## src/hw/dsp_pkg.sv

```systemverilog
// Shared constants and types for the debug serial port front end.
// Assumes a single system clock domain; pins are synchronised inside the core.
package dsp_pkg;

    // Shift register geometry
    localparam int          SR_W         = 35;
    localparam int          SR_MSB       = 34;
    localparam int          CPU_DATA_W   = 32;
    localparam int          TRAP_DATA_W  = 7;

    // Frame lengths in bits, start bit included; position of the length bit
    localparam logic [5:0]  LEN_TRAP     = 6'h0A;
    localparam logic [5:0]  LEN_CPU      = 6'h23;
    localparam logic [5:0]  BIT_LENGTH   = 6'h02;

    // Field positions after a trap frame (ten bits received)
    localparam int          TF_LEN_POS   = 8;
    localparam int          TF_CTRL_POS  = 7;
    localparam int          TF_IBUS_HI   = 6;
    localparam int          TF_IBUS_LO   = 3;
    localparam int          TF_LBUS_HI   = 2;
    localparam int          TF_LBUS_LO   = 1;
    localparam int          TF_VSYNC_POS = 0;
    localparam int          TF_NMBRK_POS = 6;
    localparam int          TF_MBRK_POS  = 5;

    // Field positions after a CPU frame (35 bits received)
    localparam int          CF_CTRL_POS  = 32;

    // Outgoing status codes
    localparam logic [1:0]  ST_VALID     = 2'h0;
    localparam logic [1:0]  ST_SEQ_ERR   = 2'h1;
    localparam logic [1:0]  ST_NULL      = 2'h3;

    // System clock rate, and timing after reset-out negation in system clocks
    localparam int          SYS_CLK_MHZ  = 100;
    localparam logic [4:0]  MODE_CLKS    = 5'h08;
    localparam logic [4:0]  SCAN_CLKS    = 5'h10;

    // Receive buffer towards the processor
    localparam int          FIFO_W       = CPU_DATA_W + 1;
    localparam int          FIFO_DEPTH   = 32;

    // Serial engine states, Gray along hold, wait, scan, shift, transfer
    typedef enum logic [2:0] {
        DSP_HOLD  = 3'h0,
        DSP_WAIT  = 3'h1,
        DSP_SCAN  = 3'h3,
        DSP_SHIFT = 3'h2,
        DSP_XFER  = 3'h6
    } dsp_fsm_t;

    // Nine-bit trap enable register
    typedef struct packed {
        logic [3:0] ibus_te;
        logic [1:0] lbus_te;
        logic       vsync;
        logic       nmbrk;
        logic       mbrk;
    } dsp_trap_t;

    // Word handed to the processor
    typedef struct packed {
        logic                  ctrl;
        logic [CPU_DATA_W-1:0] data;
    } dsp_cpu_word_t;

endpackage

```

## src/hw/dsp_core.sv

```systemverilog
// Debug serial port front end: synchronisers, 35-bit shift engine, trap register.
// Assumes pins arrive asynchronously, the CPU side and reset-out run on clk.
// Function
// - Serial clock and data input pass two-flop synchronisers before use.
// - Each synced clock rising edge shifts input into LSB, MSB goes out.
// - Shift register is 35 bits, loaded serially, unloaded in parallel.
// - Clock may run freely; ready and start bits frame shifting.
// - Trap frames go to trap register in either mode; CPU frames go to CPU in debug mode only.
// - While in reset the output pin shows PLL lock, else shift data.
// - In debug mode CPU fetches and reads received words from shift register.
// - CPU write in debug mode parallel-loads the shift register for output.
// - Nine-bit trap register drives six traps, two breakpoints, vsync.
// - Self-clocked mode shifts one bit per system clock, tool syncs data.
// - Data input sampled eight clocks after reset-out negation selects mode.
// - Start search begins 16 clocks after negation, after input negates.
// - Serial clock pin sampled in reset enables debug, after reset requests entry.
// - Ready bit low when previous frame done; tool then sends start bit.
// - Length set means ten-bit trap frame, clear means 35-bit CPU frame.
// - Trap frame control bit picks trap enables or breakpoint bits.
`timescale 1ns/1ns
`default_nettype none
module dsp_core
    import dsp_pkg::*;
(
    input  wire logic                  clk,                // System clock, 100 MHz
    input  wire logic                  rst,                // Async reset, active high
    input  wire logic                  reset_out_signal,   // Processor held in reset
    input  wire logic                  pll_lock_indicator, // PLL lock, async level
    input  wire logic                  tool_serial_clock,  // Tool serial clock pin
    input  wire logic                  tool_serial_in,     // Tool serial data pin
    output logic                       tool_serial_out,    // Shared data out / lock pin
    input  wire logic                  freeze_status_pins, // Processor in debug mode
    output dsp_trap_t                  trap_enable_reg,    // Trap, breakpoint, vsync lines
    output logic                       cpu_rd_valid,       // Received word available
    input  wire logic                  cpu_rd_ready,       // CPU takes word
    output dsp_cpu_word_t              cpu_rd_word,        // Control bit and data
    input  wire logic                  cpu_wr,             // Debug data register write
    output logic                       cpu_wr_ready,       // Write accepted this cycle
    input  wire logic [CPU_DATA_W-1:0] cpu_wdata,          // Word to shift out
    output logic                       self_clocked,       // Selected clock mode
    output logic                       debug_enable,       // Strap caught during reset
    output logic                       debug_entry_req     // Entry request after reset
);
    typedef struct packed {
        dsp_fsm_t        fsm;
        logic [SR_W-1:0] sr;
        logic [5:0]      bitcnt;
        logic            len;
        logic [4:0]      post;
        logic            self_clk;
        logic            dbg_en;
        logic            dbg_entry;
        dsp_trap_t       trap;
        logic [1:0]      ck_sync;
        logic            ck_prev;
        logic [1:0]      din_sync;
        logic [1:0]      pll_sync;
    } dsp_state_t;

    dsp_state_t    s_q;
    dsp_state_t    s_d;
    logic          ck_s;
    logic          din_s;
    logic          strobe;
    logic          start;
    logic          len_now;
    logic          push;
    logic          fifo_ready;
    dsp_cpu_word_t push_word;

    // Idle image: ready low, status code, data ones
    function automatic logic [SR_W-1:0] idle_word(input logic [1:0] st);
        idle_word = {1'b0, st, {CPU_DATA_W{1'b1}}};
    endfunction

    // Frame length from the length bit
    function automatic logic [5:0] frame_len(input logic len);
        frame_len = len ? LEN_TRAP : LEN_CPU;
    endfunction

    // Second flops only; first flops feed nothing else
    assign ck_s  = s_q.ck_sync[1];
    assign din_s = s_q.din_sync[1];

    // One strobe for both modes; external edges need the clock at most half rate
    assign strobe  = s_q.self_clk ? 1'b1 : (ck_s && !s_q.ck_prev);
    assign start   = (s_q.fsm == DSP_SCAN) && strobe && din_s;
    assign len_now = (s_q.bitcnt == (BIT_LENGTH - 6'h01)) ? din_s : s_q.len;

    // Only debug-mode CPU frames go to the processor buffer
    assign push      = (s_q.fsm == DSP_XFER) && !s_q.len && freeze_status_pins;
    assign push_word = '{ctrl: s_q.sr[CF_CTRL_POS], data: s_q.sr[CPU_DATA_W-1:0]};

    // Writes land only while idle so a frame in flight is never corrupted
    assign cpu_wr_ready = (s_q.fsm == DSP_SCAN) && !start && freeze_status_pins;

    // Pin shows lock during reset, shift MSB afterwards
    assign tool_serial_out = reset_out_signal ? s_q.pll_sync[1] : s_q.sr[SR_MSB];

    assign trap_enable_reg = s_q.trap;
    assign self_clocked    = s_q.self_clk;
    assign debug_enable    = s_q.dbg_en;
    assign debug_entry_req = s_q.dbg_entry;

    // Next-state logic for the whole engine
    always_comb begin
        s_d          = s_q;
        s_d.ck_sync  = {s_q.ck_sync[0], tool_serial_clock};
        s_d.din_sync = {s_q.din_sync[0], tool_serial_in};
        s_d.pll_sync = {s_q.pll_sync[0], pll_lock_indicator};
        s_d.ck_prev  = ck_s;

        if (reset_out_signal) begin
            // Processor in reset: hold off, keep catching the debug strap
            s_d.fsm    = DSP_HOLD;
            s_d.post   = 5'h00;
            s_d.sr     = idle_word(ST_NULL);
            s_d.dbg_en = ck_s;
        end else begin
            // Count clocks after negation up to the scan holdoff
            if (s_q.post != SCAN_CLKS) begin
                s_d.post = s_q.post + 5'h01;
            end
            if (s_q.post == (MODE_CLKS - 5'h01)) begin
                s_d.self_clk  = din_s;
                s_d.dbg_entry = ck_s && s_q.dbg_en;
            end

            case (s_q.fsm)
                DSP_HOLD: begin
                    if (s_q.post == SCAN_CLKS) begin
                        s_d.fsm = din_s ? DSP_WAIT : DSP_SCAN;
                    end
                end
                DSP_WAIT: begin
                    if (!din_s) begin
                        s_d.fsm = DSP_SCAN;
                    end
                end
                DSP_SCAN: begin
                    if (start) begin
                        // Start bit enters LSB, ready bit leaves the MSB
                        s_d.sr     = {s_q.sr[SR_MSB-1:0], din_s};
                        s_d.bitcnt = 6'h01;
                        s_d.fsm    = DSP_SHIFT;
                    end else if (cpu_wr && cpu_wr_ready) begin
                        s_d.sr = {1'b0, ST_VALID, cpu_wdata};
                    end
                end
                DSP_SHIFT: begin
                    if (strobe) begin
                        s_d.sr     = {s_q.sr[SR_MSB-1:0], din_s};
                        s_d.bitcnt = s_q.bitcnt + 6'h01;
                        s_d.len    = len_now;
                        if ((s_q.bitcnt + 6'h01) == frame_len(len_now)) begin
                            s_d.fsm = DSP_XFER;
                        end
                    end
                end
                DSP_XFER: begin
                    if (push && !fifo_ready) begin
                        // Buffer full: keep ready high so the tool waits
                        s_d.sr[SR_MSB] = 1'b1;
                    end else begin
                        if (s_q.len) begin
                            if (!s_q.sr[TF_CTRL_POS]) begin
                                s_d.trap.ibus_te = s_q.sr[TF_IBUS_HI:TF_IBUS_LO];
                                s_d.trap.lbus_te = s_q.sr[TF_LBUS_HI:TF_LBUS_LO];
                                s_d.trap.vsync   = s_q.sr[TF_VSYNC_POS];
                            end else begin
                                s_d.trap.nmbrk = s_q.sr[TF_NMBRK_POS];
                                s_d.trap.mbrk  = s_q.sr[TF_MBRK_POS];
                            end
                        end
                        // CPU frame outside debug mode reports a sequencing error
                        s_d.sr  = idle_word((!s_q.len && !freeze_status_pins) ? ST_SEQ_ERR : ST_NULL);
                        s_d.fsm = DSP_SCAN;
                    end
                end
                default: begin
                    s_d.fsm = DSP_HOLD;
                end
            endcase
        end
    end

    // Whole state registered at once; reset idles the engine and clears traps
    always_ff @(posedge clk or posedge rst) begin
        if (rst) begin
            s_q          <= '0;
            s_q.fsm      <= DSP_HOLD;
            s_q.sr       <= {1'b0, ST_NULL, {CPU_DATA_W{1'b1}}};
        end else begin
            s_q <= s_d;
        end
    end

    // Receive buffer; its ready stalls the transfer state
    dsp_fifo #(
        .W     (FIFO_W),
        .DEPTH (FIFO_DEPTH)
    ) u_fifo (
        .clk       (clk),
        .rst       (rst),
        .in_valid  (push),
        .in_ready  (fifo_ready),
        .in_data   (push_word),
        .out_valid (cpu_rd_valid),
        .out_ready (cpu_rd_ready),
        .out_data  (cpu_rd_word)
    );
endmodule
`default_nettype wire

```

## src/hw/dsp_fifo.sv

```systemverilog
// Synchronous FIFO with valid/ready on both sides.
// Assumes one clock; full and empty come from pointers with a wrap bit.
`timescale 1ns/1ns
`default_nettype none
module dsp_fifo #(
    parameter int W     = 33,
    parameter int DEPTH = 32
) (
    input  wire logic         clk,       // System clock
    input  wire logic         rst,       // Async reset, active high
    input  wire logic         in_valid,  // Write request
    output logic              in_ready,  // Space available
    input  wire logic [W-1:0] in_data,   // Write word
    output logic              out_valid, // Word available
    input  wire logic         out_ready, // Reader takes word
    output logic [W-1:0]      out_data   // Oldest word
);
    localparam int AW = $clog2(DEPTH);

    typedef struct packed {
        logic [DEPTH-1:0][W-1:0] mem;
        logic [AW:0]             wp;
        logic [AW:0]             rp;
    } dsp_fifo_state_t;

    dsp_fifo_state_t s_q;
    dsp_fifo_state_t s_d;
    logic            full;
    logic            empty;

    // Wrap bits differ and indices match only when full
    assign full      = (s_q.wp[AW] != s_q.rp[AW]) && (s_q.wp[AW-1:0] == s_q.rp[AW-1:0]);
    assign empty     = (s_q.wp == s_q.rp);
    assign in_ready  = !full;
    assign out_valid = !empty;
    assign out_data  = s_q.mem[s_q.rp[AW-1:0]];

    // Pointer and storage update
    always_comb begin
        s_d = s_q;
        if (in_valid && !full) begin
            s_d.mem[s_q.wp[AW-1:0]] = in_data;
            s_d.wp = s_q.wp + 1'b1;
        end
        if (out_ready && !empty) begin
            s_d.rp = s_q.rp + 1'b1;
        end
    end

    always_ff @(posedge clk or posedge rst) begin
        if (rst) begin
            s_q <= '0;
        end else begin
            s_q <= s_d;
        end
    end
endmodule
`default_nettype wire

```

## config.mk

```make
export PLATFORM = sky130hd
export DESIGN_NAME = dsp_core
export DESIGN_NICKNAME = d
export VERILOG_FILES = /design/src/hw/dsp_pkg.sv /design/src/hw/dsp_core.sv /design/src/hw/dsp_fifo.sv
export SDC_FILE = /design/constraint.sdc
export NUM_CORES = 2
export LEC_CHECK = 0
export BUFFER_PORTS_ARGS = -buffer_cell sky130_fd_sc_hd__clkbuf_2
export CAP_MARGIN = 20
export CELL_PAD_IN_SITES_DETAIL_PLACEMENT = 1
export CELL_PAD_IN_SITES_GLOBAL_PLACEMENT = 1
export CORE_AREA = 2 2 337 339
export CTS_CLUSTER_DIAMETER = 40
export DETAILED_ROUTE_END_ITERATION = 7
export DIE_AREA = 0 0 339 341
export GPL_ROUTABILITY_DRIVEN = 1
export PLACE_DENSITY_LB_ADDON = 0.3
export SYNTH_ARGS = -nofsm -noshare
export SYNTH_HDL_FRONTEND = slang
export SYNTH_SLANG_ARGS = --single-unit
export TNS_END_PERCENT = 50
```

## constraint.sdc

```tcl
create_clock -name clk -period 35.3 [get_ports clk]
set_clock_uncertainty 0.1 [all_clocks]
set_input_delay 3.53 -clock clk [delete_from_list [all_inputs] [get_ports clk]]
set_output_delay 3.53 -clock clk [all_outputs]
set_load 0.1 [all_outputs]
```

# [Word-level counts from Yosys, hierarchy flattened]
# Cells that the tools add are included.
[op_classes] n_addsub=4 magnitude_cmp=3 n_eq_ne=21 n_mux=28 n_bitwise=3 n_reduce_logical=33
[op_table] op="bitwise mux 1056 bit" count=1
[op_table] op="binary-select mux 33 bit (select 5 bit)" count=1
[op_table] op="demux 33 bit (select 5 bit)" count=1
[op_table] op="one-hot mux 35 bit (3 select lines)" count=1
[op_table] op="2-to-1 mux 35 bit" count=2
[op_table] op="2-to-1 mux 33 bit" count=2
[op_table] op="2-to-1 mux 45 bit" count=1
[op_table] op="2-to-1 mux 38 bit" count=1
[op_table] op="2-to-1 mux 34 bit" count=1
[op_table] op="adder 6 x 1 -> 6 bit (second input constant)" count=3
[op_table] op="inequality test 3 bit (second input constant)" count=6
[op_table] op="logical AND 1 bit" count=15
[op_table] op="2-to-1 mux 3 bit" count=5
[op_table] op="one-hot mux 3 bit (5 select lines)" count=1
[op_table] op="== test 6 bit" count=2
[op_table] op="< comparator 5 x 6 -> 1 bit (second input constant)" count=2
[op_table] op="2-to-1 mux 6 bit" count=2
[op_table] op="one-hot mux 6 bit (2 select lines)" count=1
[op_table] op="2-to-1 mux 5 bit" count=2
[op_table] op="AND reduction 5 bit" count=2
[op_table] op="AND reduction 4 bit" count=2
[op_table] op="== test 3 x 2 -> 1 bit (second input constant)" count=2
[op_table] op="== test 6 x 1 -> 1 bit (second input constant)" count=1
[op_table] op="logical NOT 1 bit" count=6
[op_table] op="other kinds (20)" count=29
[word_totals] regBits=1137 out_inout_bits=48 elab_cells=144

# [Longest topological paths before layout]
[depth] depth_word=13 mapped_depth=9 ltp_nobuf=7

# [Hierarchy]
# A second synthesis with hierarchy kept.
[hier_totals] cells_unflattened=3308 hier_area_um2=52252.6
[modules_own_cells] mod="dsp_fifo" n_inst=1 cells_per_inst=2954 area_per_inst_um2=48601.6
[modules_own_cells] mod="dsp_core" n_inst=1 cells_per_inst=354 area_per_inst_um2=3651.0

# [Worst setup path before layout]
# Ideal clock, no wire load.
[synth_path] kind="input -> output" startpoint="in freeze_status_pins" endpoint="out cpu_wr_ready" t_arrival_ns=5.597 required_time_ns=31.670 slack_ns=26.073 cell_stages=2 path_buffers=0 path_cell_list="nand2_1 -> nor3_1"
[synth_via] elab_chain_len=1
[synth_lines] item="start, declared" line_no="dsp_core.sv:32" rtl="input wire logic freeze_status_pins,"
[synth_lines] item="logical AND 1 bit" line_no="dsp_core.sv:95" rtl="assign cpu_wr_ready = (s_q.fsm == DSP_SCAN) && !start && freeze_status_pins;"
[synth_lines] item="end, declared" line_no="dsp_core.sv:38" rtl="output logic cpu_wr_ready,"
# No other way between the ends.

==> key figures <==
Drt
  • Routed met2 length: 74,200 um
  • Final wirelength: 153,000 um
  • M1 wire length: 65,200 um
  • DRC viols: 0
  • Detailed Routing Iterations Pass 1: 5
  • Vias: 29,300
  • Final antenna-violating net count: 0
  • Initial detailed-routing violation count: 2,071
  • DR vias/cell: 6.14
  • DR WL met3: 7390 um
  • Average routed wire per standard cell: 31.9 um
  • DR top layer: met5

Synthesis
  • Asr flop ratio synth: 100%
  • Cell count after synthesis: around 3,200
  • Post-synthesis sequential element count: approximately 1,100
  • Post-synthesis cell type count: 59
  • Ys Warns: 0
  • Post-Syn Nets: 3,262
  • Cell Area, Synth: 55,800 um2
  • Avg Inst Size Synth: 17.4 um2
  • Ys flop type: dfrtp_1
  • Seq/Total Area, Yosys: about half
  • Post-synth EDFFs: 0

Timing
  • Period utilization: 28.1%
  • Hold Fails Final Rpt: 0
  • Max-slew headroom: 20.3%
  • Tmin final: about 9.9 ns
  • Max-slew violations: 0
  • Fmax: around 0.1 GHz
  • Final setup violation count: 0
  • Worst-margin pin slew: 1.20 ns
  • RSZ-0062 raised after global routing: no
  • Hold WS: 0.259 ns
  • Final TNS setup: 0 ns

Hold path
  • End of the worst hold path: s_q[1]$_DFF_PP0_
  • Path type of the worst min-delay path: reg -> reg
  • Hold path cells: 0
  • Min-delay src: s_d[1]$_DFF_PP0_

Placement
  • Dpl cells: around 4,500
  • Port buffer count: 88
  • Placed Area: 56,400 um2
  • Routability Congestion: around 0.76
  • Dpl hpwl: 77,900 um

Floorplan
  • Top Ports: 89
  • Die area: 116,000 um2
  • Core area: roughly 110,000 um2
  • Die H: between 300 and 400 um
  • Starting Density: 49.8%
  • Die width: 339 um
  • Cell row count: between 100 and 150

Worst setup path
  • R2R Path End: u_fifo.s_q[636]$_DFFE_PP0P_
  • R2R depth: 8
  • Worst flop-to-flop path startpoint: u_fifo.s_q[1]$_DFFE_PP0P_
  • Crit path kind: reg -> out
  • Critical path arrival: ~6.3 ns
  • CP max FO: 48
  • Startpoint types: flop
  • R2r setup slk: around 30 ns
  • Nature of the critical path endpoint: output port
  • Critical Path RT: roughly 32 ns

Clock network
  • CTS Hold Buffers Added: 0
  • Setup repair bufs after CTS: 0
  • CTS H-Tree Depth: 4
  • CTS Buf Count: 152
  • CTS tree: built
  • CTS Sinks: 1,137
  • CTS resizes: 0
  • CTS clk-pin slew, worst paths: around 0.06 ns
  • CTS root buf: clkbuf_16
  • Clk buf depth: 3
  • Skew-Pair Late Insertion Delay: 0.78 ns

GRT
  • First-pass GRT wire length: 230,000 um
  • Initial antenna violation count: 5
  • Largest net degree at the start of global routing: 182
  • Congestion Overflow GR: 0
  • Vias in the first global route: 33,600
  • Gr usage total: 26.9%

Power
  • P_leak: 29.2 nW
  • PwrDens: 60.6 nW/um2
  • Total power: between 3 and 4 mW
  • Worst VDD drop: 0.0000631 V

Final layout
  • Flip-flop count of the largest register after layout: 1,068
  • Fraction of layout cells with a size suffix above 1: 50.9%
  • ANT cells: 0
  • Fin cells: roughly 4,800
  • Design area: 62,000 um2
  • Largest register by flop count: u_fifo.s_q
  • P&R area growth vs syn: 11.2%
  • Final #Nets: 3,202

Flow run
  • Max-cap viol count: 0

Run status
  • Outcome: completed
-- cells in the final DEF, fill, tap and decap left out, types with 22 or more instances in the layout --
cell	n
dfrtp_1	1098
mux2_4	810
mux4_2	330
mux2_1	262
clkbuf_16	154
clkbuf_2	88
mux2_2	54
nand2_1	36
dfstp_2	34
a2bb2oi_1	32
buf_4	32
and3_4	27
clkbuf_8	25
bufinv_16	22
-- synthesized netlist by cell type, types with 5 or more instances --
cell       instances  share of area, %
dfrtp_1         1103                50
mux2_4           810                22
mux4_2           330                13
mux2_1           262               5.3
clkbuf_1         158               1.1
buf_6            102               2.1
mux2_2            54               1.1
buf_2             46              0.41
nand2_1           37              0.25
dfstp_2           34               1.6
a2bb2oi_1         32              0.50
and3_1            31              0.35
buf_4             29              0.39
o21ai_0           16              0.14
nor2_1            15              0.10
xnor2_1           14              0.22
nand3_1           12              0.11
and2_1            11              0.12
inv_1             11             0.074
o22ai_1           11              0.12
xor2_1            11              0.17
ha_1               9              0.20
buf_1              7             0.047
nor2b_1            6             0.067
nor3_1             5             0.045
-- report_power, final --
group	internal (mW)	leakage (nW)	switching, mW	total [mW]
clock network	1.03	2.66	0.623	1.65
registers	1.34	15.7	0.207	1.55
logic	0.228	10.8	0.324	0.553
total	2.60	29.2	1.15	3.75
-- worst max path at each step --
stage | startpoint | endpoint | cells past startpoint
floorplan | rst | ck_s$_DFF_PP0_ | 1
global placement | u_fifo.s_q[0]$_DFFE_PP0P_ | cpu_rd_word[14] | 7
detailed placement | u_fifo.s_q[0]$_DFFE_PP0P_ | cpu_rd_word[14] | 7
CTS | u_fifo.s_q[0]$_DFFE_PP0P_ | cpu_rd_word[14] | 7
global route | u_fifo.s_q[0]$_DFFE_PP0P_ | cpu_rd_word[32] | 7
finish | u_fifo.s_q[0]$_DFFE_PP0P_ | cpu_rd_word[14] | 7
-- routing by layer --
metal,track usage [%],vias to the layer above
li1,-,11800
met1,35.9,16400
met2,43.8,819
met3,5.09,314
met4,10.6,2
met5,0,-
-- layout make-up --
type / count / area [um2]
clock buffer: 198 / 4270
clock inverter: 84 / 1230
fill: 9877 / 49900
inverter: 11 / 45.0
multi-input combinational: 1722 / 25200
sequential: 1137 / 28500
tap: 1500 / 1880
timing repair buffer: 128 / 848
-- critical path: stages (launching register included) --
cell      delay (ns)
dfrtp_4         1.06
buf_4           0.87
buf_4           0.88
buf_4           0.81
mux4_2          0.60
mux4_2          0.54
mux2_2          0.30
clkbuf_2        0.38
-- per-stage QoR --
step	setup WS [ns]	utilization, %
2_1_floorplan	16.00	-
6_report	25.37	55.4
3_3_place_gp	26.02	50.4
5_1_grt	24.83	55.4
3_5_place_dp	25.91	50.4
4_1_cts	25.08	55.3
-- cells by family after synthesis --
family,count (synthesis),share of synthesized area (%)
muxes,1458,41.6
DFF,1137,51.1
buffers and inverters,353,4.05
and+or+nand+nor,147,1.58
AOI/OAI and AO/OA,83,1.10
xor gates and xnor gates,25,0.393
adders and majority gates,9,0.202
No activity file was read; power rests on OpenSTA's default activity.
